--- config.mk ---
export PLATFORM = sky130hd
export DESIGN_NAME = sicc_top
export DESIGN_NICKNAME = d
export VERILOG_FILES = /design/src/verilog/sicc_check_gen.v /design/src/verilog/sicc_pin_sync.v /design/src/verilog/sicc_top.v
export VERILOG_INCLUDE_DIRS = /design/src /design/src/verilog
export SDC_FILE = /design/constraint.sdc
export NUM_CORES = 1
export LEC_CHECK = 0
export ABC_CLOCK_PERIOD_IN_PS = 3000
export BUFFER_PORTS_ARGS = -buffer_cell sky130_fd_sc_hd__buf_2
export CORE_UTILIZATION = 53
export CTS_BUF_LIST = sky130_fd_sc_hd__clkbuf_2
export CTS_CLUSTER_DIAMETER = 200
export DETAILED_ROUTE_END_ITERATION = 8
export HOLD_SLACK_MARGIN = 0.08
export PLACE_DENSITY = 0.82
export SETUP_SLACK_MARGIN = 0.15
export SLEW_MARGIN = 10
export SYNTH_ARGS = -nofsm -noshare
export SYNTH_HDL_FRONTEND = slang
export SYNTH_SLANG_ARGS = --single-unit
--- constraint.sdc ---
create_clock -name clk_i -period 3 [get_ports clk_i]
set_input_delay 0.15 -clock clk_i [delete_from_list [all_inputs] [get_ports clk_i]]
set_output_delay 0.15 -clock clk_i [all_outputs]
set_load 0.01 [all_outputs]
--- src/verilog/sicc_defs.vh ---
// register map, field positions, reset values and coding constants
`ifndef SICC_DEFS_VH
`define SICC_DEFS_VH

// ----------------------------------------------------------------
// register indices (byte address = 4 * index)
// ----------------------------------------------------------------
`define SICC_IDX_FMT        4'h7
`define SICC_IDX_INV        4'h8
`define SICC_ADR_MSB        5
`define SICC_ADR_LSB        2

// ----------------------------------------------------------------
// format and coding control fields
// ----------------------------------------------------------------
`define SICC_FMT_DUAL_BIT   7
`define SICC_FMT_RATE_BIT   6
`define SICC_FMT_WIDE_BIT   5
`define SICC_FMT_EDGE_BIT   4
`define SICC_FMT_SENC_BIT   2
`define SICC_FMT_CODE_MSB   1
`define SICC_FMT_CODE_LSB   0

// ----------------------------------------------------------------
// sync inversion control fields
// ----------------------------------------------------------------
`define SICC_INV_VSYNC_BIT  7
`define SICC_INV_HSYNC_BIT  6

// ----------------------------------------------------------------
// reset values and coding encodings
// ----------------------------------------------------------------
`define SICC_INV_RESET      8'h00
`define SICC_RATE_RESET     1'b0
`define SICC_CODE_PARITY    2'h0
`define SICC_CODE_CRC       2'h1
`define SICC_CODE_HAMMING   2'h2
`define SICC_CODE_UNUSED    2'h3
`define SICC_CRC_POLY       6'h03
`define SICC_ILV_WORDS      16

`endif

--- src/verilog/sicc_check_gen.v ---
// check-bit generator: parity, crc and hamming over one input word
`timescale 1ns/1ps
`default_nettype none
`include "sicc_defs.vh"

module sicc_check_gen #(
    parameter WIDTH = 34
) (
    input  wire [WIDTH-1:0] word_i,  // word to protect
    input  wire [1:0]       mode_i,  // error coding select
    output reg  [5:0]       check_o  // check bits, bit 0 used for parity
);

    reg [5:0] crc;
    reg [5:0] ham;
    reg       fb;
    reg [6:0] pos;
    integer   i;
    integer   k;

    always @* begin
        crc = 6'h00;
        ham = 6'h00;
        fb  = 1'b0;
        pos = 7'h00;
        // ------------------------------------------------------------
        // serial crc, msb first
        // ------------------------------------------------------------
        for (i = WIDTH - 1; i >= 0; i = i - 1) begin
            fb  = crc[5] ^ word_i[i];
            crc = {crc[4:0], 1'b0} ^ (fb ? `SICC_CRC_POLY : 6'h00);
        end
        // ------------------------------------------------------------
        // hamming: data bits take the non-power-of-two code positions
        // ------------------------------------------------------------
        for (i = 0; i < WIDTH; i = i + 1) begin
            pos = pos + 7'h01;
            if ((pos & (pos - 7'h01)) == 7'h00) begin
                pos = pos + 7'h01;
            end
            if ((pos & (pos - 7'h01)) == 7'h00) begin
                pos = pos + 7'h01;
            end
            for (k = 0; k < 6; k = k + 1) begin
                if (pos[k]) begin
                    ham[k] = ham[k] ^ word_i[i];
                end
            end
        end
        case (mode_i)
            `SICC_CODE_CRC: begin
                check_o = crc;
            end
            `SICC_CODE_HAMMING: begin
                check_o = ham;
            end
            default: begin
                check_o = {5'h00, ^word_i};
            end
        endcase
    end

endmodule

`default_nettype wire

--- src/verilog/sicc_pin_sync.v ---
// two-stage synchroniser for a group of pin inputs
`timescale 1ns/1ps
`default_nettype none

module sicc_pin_sync #(
    parameter WIDTH = 1
) (
    input  wire             clk_i,   // system clock
    input  wire [WIDTH-1:0] pin_i,   // asynchronous pins
    output wire [WIDTH-1:0] sync_o   // synchronised levels
);

    reg [WIDTH-1:0] meta_reg;
    reg [WIDTH-1:0] sync_reg;

    // ------------------------------------------------------------
    // one two-flop chain per bit
    // ------------------------------------------------------------
    genvar gi;
    generate
        for (gi = 0; gi < WIDTH; gi = gi + 1) begin : g_bit
            always @(posedge clk_i) begin
                meta_reg[gi] <= pin_i[gi];
                sync_reg[gi] <= meta_reg[gi];
            end
        end
    endgenerate

    assign sync_o = sync_reg;

endmodule

`default_nettype wire

--- src/verilog/sicc_top.v ---
// serializer input format and coding configuration with pixel capture
//
// How it works
// - bus width 1 selects 32-bit input
// - edge select 0 captures on rising
// - edge select 1 captures on falling
// - edge select reset comes from config input 0
// - sync enable 0 disables sync encoding
// - sync enable 1 applies sync encoding
// - coding 00 uses single parity bit
// - coding 01 appends six-bit crc
// - coding 10 hamming with 16-word interleave
// - vertical invert flips vsync or bit zero
// - horizontal invert flips hsync or bit one
// - input mode only drives double_input_mode_o; capture takes one edge in either mode
//
// Decided for this implementation: register access over Wishbone.
`timescale 1ns/1ps
`default_nettype none
`include "sicc_defs.vh"

module sicc_top #(
    parameter DATA_W = 32
) (
    input  wire              clk_i,                  // 25 MHz system clock
    input  wire              rst_i,                  // synchronous reset, high
    // wishbone slave
    input  wire              cyc_i,                  // bus cycle
    input  wire              stb_i,                  // strobe
    input  wire              we_i,                   // write enable
    input  wire [7:0]        adr_i,                  // byte address
    input  wire [3:0]        sel_i,                  // byte selects
    input  wire [31:0]       dat_i,                  // write data
    output reg  [31:0]       dat_o,                  // read data
    output reg               ack_o,                  // acknowledge
    // strap and configuration pins
    input  wire              config_link_enable_pin, // strap override
    input  wire              width_strap_pin,        // bus width strap
    input  wire              sync_strap_pin,         // sync encoding strap
    input  wire              coding_strap_pin,       // error coding strap
    input  wire              double_strap_pin,       // double input strap
    input  wire              config_pin_high,        // config input 1
    input  wire              config_pin_low,         // config input 0
    // parallel pixel input
    input  wire              pixel_clock_input,      // pixel clock pin
    input  wire [DATA_W-1:0] parallel_input_i,       // pixel data pins
    input  wire              horizontal_sync_i,      // hsync pin
    input  wire              vertical_sync_i,        // vsync pin
    // configuration state
    output wire              double_input_mode_o,    // 1 = double input
    output wire              low_rate_o,             // 1 = low data rate
    output wire              bus_width_select_o,     // 1 = 32-bit input
    output wire              capture_edge_select_o,  // 1 = falling edge
    output wire              sync_encoding_enable_o, // 1 = sync encoded
    output wire [1:0]        error_coding_select_o,  // coding scheme
    // captured and coded word
    output reg  [DATA_W+1:0] word_o,                 // {vs, hs, data}
    output reg  [5:0]        check_o,                // check bits
    output reg  [3:0]        interleave_slot_o,      // hamming slot
    output reg               word_valid_o            // one-cycle pulse
);

    localparam         PIN_W    = DATA_W + 10;
    localparam integer ILV_N    = `SICC_ILV_WORDS - 1;
    localparam [4:0]   ILV_LAST = ILV_N[4:0];
    localparam [7:0]   INV_RST  = `SICC_INV_RESET;

    // ------------------------------------------------------------
    // pin synchronisation
    // ------------------------------------------------------------
    wire [PIN_W-1:0] pins_sync;
    wire             pclk_s;
    wire [DATA_W-1:0] din_s;
    wire             hsync_s;
    wire             vsync_s;
    wire             lcc_s;
    wire             wide_s;
    wire             senc_s;
    wire             code_s;
    wire             dual_s;
    wire             cfg_hi_s;
    wire             cfg_lo_s;

    sicc_pin_sync #(
        .WIDTH (PIN_W)
    ) u_sync (
        .clk_i  (clk_i),
        .pin_i  ({pixel_clock_input, parallel_input_i, horizontal_sync_i,
                  vertical_sync_i, config_link_enable_pin, width_strap_pin,
                  sync_strap_pin, coding_strap_pin, double_strap_pin,
                  config_pin_high, config_pin_low}),
        .sync_o (pins_sync)
    );

    assign pclk_s  = pins_sync[PIN_W-1];
    assign din_s   = pins_sync[PIN_W-2:9];
    assign hsync_s  = pins_sync[8];
    assign vsync_s  = pins_sync[7];
    assign lcc_s    = pins_sync[6];
    assign wide_s   = pins_sync[5];
    assign senc_s   = pins_sync[4];
    assign code_s   = pins_sync[3];
    assign dual_s   = pins_sync[2];
    assign cfg_hi_s = pins_sync[1];
    assign cfg_lo_s = pins_sync[0];

    // ------------------------------------------------------------
    // configuration registers
    // ------------------------------------------------------------
    reg        dual_reg;
    reg        rate_reg;
    reg        wide_reg;
    reg        edge_reg;
    reg        senc_reg;
    reg [1:0]  code_reg;
    reg        inv_vsync_reg;
    reg        inv_hsync_reg;

    wire       bus_req;
    wire       bus_wr;
    wire [3:0] reg_idx;
    wire [7:0] fmt_rd;
    wire [7:0] inv_rd;
    wire [1:0] code_wr;
    wire       edge_dec;

    assign bus_req = cyc_i & stb_i & ~ack_o;
    assign bus_wr  = bus_req & we_i & sel_i[0];
    assign reg_idx = adr_i[`SICC_ADR_MSB:`SICC_ADR_LSB];
    assign code_wr = dat_i[`SICC_FMT_CODE_MSB:`SICC_FMT_CODE_LSB];

    // edge default follows config input 0; config input 1 cancels out of the decode
    assign edge_dec = cfg_lo_s & ~cfg_hi_s | cfg_lo_s & cfg_hi_s;

    // synchronous reset loads strap-derived defaults from synced pins
    always @(posedge clk_i) begin
        if (rst_i) begin
            dual_reg      <= ~lcc_s & dual_s;
            rate_reg      <= `SICC_RATE_RESET;
            wide_reg      <= ~lcc_s & wide_s;
            edge_reg      <= edge_dec;
            senc_reg      <= ~lcc_s & senc_s;
            code_reg      <= (~lcc_s & code_s) ? `SICC_CODE_HAMMING
                                               : `SICC_CODE_PARITY;
            inv_vsync_reg <= INV_RST[`SICC_INV_VSYNC_BIT];
            inv_hsync_reg <= INV_RST[`SICC_INV_HSYNC_BIT];
        end else if (bus_wr) begin
            if (reg_idx == `SICC_IDX_FMT) begin
                dual_reg <= dat_i[`SICC_FMT_DUAL_BIT];
                rate_reg <= dat_i[`SICC_FMT_RATE_BIT];
                wide_reg <= dat_i[`SICC_FMT_WIDE_BIT];
                edge_reg <= dat_i[`SICC_FMT_EDGE_BIT];
                senc_reg <= dat_i[`SICC_FMT_SENC_BIT];
                if (code_wr != `SICC_CODE_UNUSED) begin
                    code_reg <= code_wr;
                end
            end
            if (reg_idx == `SICC_IDX_INV) begin
                inv_vsync_reg <= dat_i[`SICC_INV_VSYNC_BIT];
                inv_hsync_reg <= dat_i[`SICC_INV_HSYNC_BIT];
            end
        end
    end

    // ------------------------------------------------------------
    // wishbone read and acknowledge
    // ------------------------------------------------------------
    assign fmt_rd = {dual_reg, rate_reg, wide_reg, edge_reg, 1'b0,
                     senc_reg, code_reg};
    assign inv_rd = {inv_vsync_reg, inv_hsync_reg, 6'h00};

    always @(posedge clk_i) begin
        if (rst_i) begin
            ack_o <= 1'b0;
            dat_o <= 32'h0000_0000;
        end else begin
            ack_o <= bus_req;
            if (bus_req & ~we_i) begin
                case (reg_idx)
                    `SICC_IDX_FMT: begin
                        dat_o <= {24'h00_0000, fmt_rd};
                    end
                    `SICC_IDX_INV: begin
                        dat_o <= {24'h00_0000, inv_rd};
                    end
                    default: begin
                        dat_o <= 32'h0000_0000;
                    end
                endcase
            end
        end
    end

    assign double_input_mode_o    = dual_reg;
    assign low_rate_o             = rate_reg;
    assign bus_width_select_o     = wide_reg;
    assign capture_edge_select_o  = edge_reg;
    assign sync_encoding_enable_o = senc_reg;
    assign error_coding_select_o  = code_reg;

    // ------------------------------------------------------------
    // pixel clock edge detection
    // ------------------------------------------------------------
    reg  pclk_d_reg;
    wire rise;
    wire fall;
    wire take;

    always @(posedge clk_i) begin
        if (rst_i) begin
            pclk_d_reg <= 1'b0;
        end else begin
            pclk_d_reg <= pclk_s;
        end
    end

    assign rise = pclk_s & ~pclk_d_reg;
    assign fall = ~pclk_s & pclk_d_reg;
    // edge select is expected stable while the pixel clock runs
    assign take = edge_reg ? fall : rise;

    // ------------------------------------------------------------
    // input formatting: width mask, sync encoding and inversion
    // ------------------------------------------------------------
    reg [DATA_W-1:0] data_fmt;
    reg              hsync_fmt;
    reg              vsync_fmt;

    always @* begin
        data_fmt  = din_s;
        hsync_fmt = 1'b0;
        vsync_fmt = 1'b0;
        if (!wide_reg) begin
            data_fmt[DATA_W-1:24] = {(DATA_W-24){1'b0}};
        end
        if (senc_reg) begin
            hsync_fmt = hsync_s ^ inv_hsync_reg;
            vsync_fmt = vsync_s ^ inv_vsync_reg;
        end else begin
            data_fmt[0] = din_s[0] ^ inv_vsync_reg;
            data_fmt[1] = din_s[1] ^ inv_hsync_reg;
        end
    end

    // ------------------------------------------------------------
    // check bit generation and word output
    // ------------------------------------------------------------
    wire [DATA_W+1:0] word_next;
    wire [5:0]        check_next;
    reg  [4:0]        slot_reg;

    assign word_next = {vsync_fmt, hsync_fmt, data_fmt};

    sicc_check_gen #(
        .WIDTH (DATA_W + 2)
    ) u_check (
        .word_i  (word_next),
        .mode_i  (code_reg),
        .check_o (check_next)
    );

    always @(posedge clk_i) begin
        if (rst_i) begin
            word_o            <= {(DATA_W+2){1'b0}};
            check_o           <= 6'h00;
            interleave_slot_o <= 4'h0;
            word_valid_o      <= 1'b0;
            slot_reg          <= 5'h00;
        end else begin
            word_valid_o <= take;
            if (take) begin
                word_o  <= word_next;
                check_o <= check_next;
                // outside hamming mode the slot reads zero, even after a mode switch
                if (code_reg == `SICC_CODE_HAMMING) begin
                    interleave_slot_o <= slot_reg[3:0];
                    slot_reg <= (slot_reg == ILV_LAST) ? 5'h00
                                                       : slot_reg + 5'h01;
                end else begin
                    interleave_slot_o <= 4'h0;
                    slot_reg <= 5'h00;
                end
            end
        end
    end

endmodule

`default_nettype wire
==> flow_metrics.py <==
metrics = {
    "status": {
        "status": "finished clean",
    },
    "final_layout": {
        "final_core_util_pct": 72.4,
        "num-fill-cells": 745,
        "syn_to_final_growth_pct": 32.9,
        "diodes": 0,
        "layout-drive-gt1-share_pct": 20.0,
        "nets": 886,
    },
    "pwr": {
        "intPower_mw": 3.39,
        "seqPwrFrac_pct": 46.4,
        "sw_frac_of_total_pct": 28.3,
        "p_leak_nw": 3.47,
        "combPwrFrac_pct": 25.7,
        "vdd_drop_max_v": 0.000444,
        "clkPwrFrac_pct": 27.9,
        "power_per_cell_area_nw_per_um2": 599,
        "power.switching_mw": 1.33,
    },
    "run": {
        "drv_cap": 0,
    },
    "clock_tree": {
        "clk_latency_ns": 0.72,
        "clock-sinks": 150,
        "clkTransAtPathRegs_ns": 0.21,
        "cts_inserted_buffers": 17,
        "cts_tree": "built",
        "clk_path_buf_depth": 2,
        "cts_setup_buffers": 0,
        "h-tree-depth": 4,
        "cts_root_buffer": "clkbuf_2",
    },
    "timing": {
        "slew_headroom_pct": 28.8,
        "rsz0062_at_grt": "no",
        "skew_ns": 0.0312,
        "finalMaxSlewViolations": 0,
        "tns_ns": 0,
        "finalHoldViolCount": 0,
        "fin_crit_sh_pct": 89.7,
        "tightest_slew_ns": 1.07,
        "fmax_mhz": 372,
        "setup_viol": 0,
        "fin_hold_ws_ns": 0.272,
        "period_minus_slack_ns": 2.69,
    },
    "worst_setup_path": {
        "cpPeakStageDelay_ns": 0.51,
        "cp_max_fo": 5,
        "cp_common_cell": "xnor3_1",
        "worst-path-buf-inv": 0,
        "cp_data_required_time_ns": 3.64,
        "crit_arrival_ns": 3.33,
        "cpLargestDelayFamily": "XOR/XNOR gates",
        "cp_slowest_cell": "dfxtp_1",
        "worstSetupPathType": "register to register",
        "crit_chain": "xor3_1 -> nand2_1 -> xnor3_1 -> xnor3_1 -> xnor2_1 -> mux2i_1 -> o21ai_1",
        "endpoint_kind": "register",
        "setup.worst_path.start_class": "register",
    },
    "die": {
        "core_area_um2": 10900,
        "die_w_um": 108,
        "dieHeight_um": 108,
        "num_rows": 38,
        "die_area_um2": 11600,
        "io-pin-count": 176,
        "initial_core_util_pct": 54.4,
    },
    "routing": {
        "wire_per_inst_um": 15.6,
        "ant_nets": 0,
        "vias": 4731,
        "initialDrtViolationCount": 276,
        "vias_per_cell": 5.02,
        "drc": 0,
        "dr.pass1.iters": 7,
        "drt_wl_total_um": 14700,
    },
    "placed_design": {
        "place_hpwl_um": 8810,
        "place_congestion": 0.873,
        "portBuffers": 117,
    },
    "grt": {
        "gr-total-overflow": 0,
        "grt_pass1_wl_um": 23500,
        "grt_max_degree": 54,
        "grt_pass1_vias": 4818,
        "grt.total_usage_pct": 27.0,
        "antenna_found_initial": 0,
    },
    "logic_synthesis": {
        "synth_cell_types": 42,
        "seq_area_frac_synth_pct": 51.7,
        "mappedNetlistArea_um2": 5930,
        "synth_largest_area_cell": "dfxtp_1",
        "syn_avg_cell_area_um2": 10.4,
        "ys_top_cells_by_area": "dfxtp_1 49%, xnor2_1 9.9%, nand2_1 5.3%",
        "yosys.area.top_type_share_pct": 48.6,
        "synth.most_common_cell": "dfxtp_1",
        "synth_edf_count": 6,
        "synth_commonest_cells": "144 x dfxtp_1, 84 x nand2_1, 67 x xnor2_1",
        "async_reset_ff_share_pct": 0,
        "synth_flop_cell": "dfxtp_1",
        "ys_ff_latch": 150,
        "synth_cells": 572,
        "ys.warnings.count": 0,
    },
    "hold_path": {
        "min_path_type": "input pin to register",
    },
}
through the flow:
| step | setup slack (ns) | area (um2) | std cells | power, mW |
|---|---|---|---|---|
| 3_3_place_gp | 0.448 | 6540 | 807 | 3.30 |
| 6_report | 0.309 | 7880 | 943 | 4.72 |
| 5_1_grt | 0.156 | 7880 | 943 | 4.93 |
| 2_1_floorplan | 0.630 | 6020 | 596 | 3.10 |
| 3_5_place_dp | 0.332 | 6540 | 807 | 3.32 |
| 4_1_cts | 0.285 | 7880 | 943 | 4.70 |
routing by layer:
layer  track usage (%)  share of wire, %  wire length, um  vias up
met5                 0                 0                0        -
met4              15.1               3.8              556        0
met3              5.81               5.1              754       60
met2              48.1                53             7760      198
met1              29.7                38             5670     2216
li1                  -                 -                -     2257
worst paths after layout:
kind | startpoint | end | slack, ns | cells after the start
worst max-delay path | u_sync.sync_o[39] | check_o[2] | 0.31 | 7
worst min-delay path | dat_i[4] | capture_edge_select_o | 0.27 | 3
worst max register to register | u_sync.sync_o[39] | check_o[2] | 0.31 | 7
worst min register to register | u_sync.meta_reg[36] | u_sync.sync_o[36] | 0.31 | 0
cells by family after synthesis:
logic type / count (synthesis) / synth area share [%]
fa+ha+maj: 3 / 0.633
mux: 5 / 0.866
other cells: 1 / 0.0633
flops: 150 / 51.7
simple gates: 156 / 11.9
xor+xnor: 122 / 22.2
buf+inv: 60 / 5.51
compound gates: 75 / 7.07
final cells by class:
| class | count | area [um2] | share of cell area (%) |
|---|---|---|---|
| clock buffer | 19 | 95.1 | 1.21 |
| clock inverter | 11 | 183 | 2.32 |
| inverter | 8 | 30.0 | 0.381 |
| multi-input combinational | 386 | 2640 | 33.5 |
| sequential | 150 | 3060 | 38.9 |
| tap | 140 | 175 | 2.22 |
| timing repair buffer | 229 | 1690 | 21.5 |
placed cells by master (no fill, tap or decap), types with 3 or more instances in the layout:
cell | synthesis | layout
dfxtp_1 | 144 | 144
buf_2 | 3 | 117
dlygate4sd3_1 | 0 | 106
nand2_1 | 84 | 84
xnor2_1 | 67 | 67
a21oi_1 | 48 | 48
xor2_1 | 35 | 35
conb_1 | 1 | 25
nand3_1 | 22 | 22
nor2_1 | 19 | 19
clkbuf_2 | 0 | 19
xnor3_1 | 11 | 11
nor2b_1 | 10 | 10
inv_1 | 8 | 8
o21ai_0 | 6 | 6
edfxtp_1 | 6 | 6
buf_4 | 26 | 6
bufinv_16 | 0 | 5
nand3b_1 | 4 | 4
mux2i_1 | 4 | 4
xor3_1 | 4 | 4
xnor2_2 | 4 | 4
o21ai_1 | 5 | 4
nand2b_1 | 3 | 3
nor3_1 | 3 | 3
a22oi_1 | 3 | 3
a211oi_1 | 3 | 3
ha_1 | 3 | 3
power groups by stage:
stage | registers [mW] | clock network [mW] | logic, mW
floorplan | 2.23 | 0 | 0.871
global placement | 2.22 | 0 | 1.07
detailed placement | 2.23 | 0 | 1.09
CTS | 2.19 | 1.32 | 1.20
global route | 2.20 | 1.42 | 1.31
finish | 2.19 | 1.32 | 1.21
worst register-to-register path, cell delays in order (launching register included):
cell     delay (ns)
dfxtp_1        0.51
xor3_1         0.49
nand2_1        0.15
xnor3_1        0.46
xnor3_1        0.39
xnor2_1        0.31
mux2i_1        0.23
o21ai_1        0.08
repair_timing:
action,CTS,global route
gates resized for setup,0,0
hold buffers,106,0
endpoints found under the hold margin,80,0
Note: power is estimated with default switching activity, not from simulation.
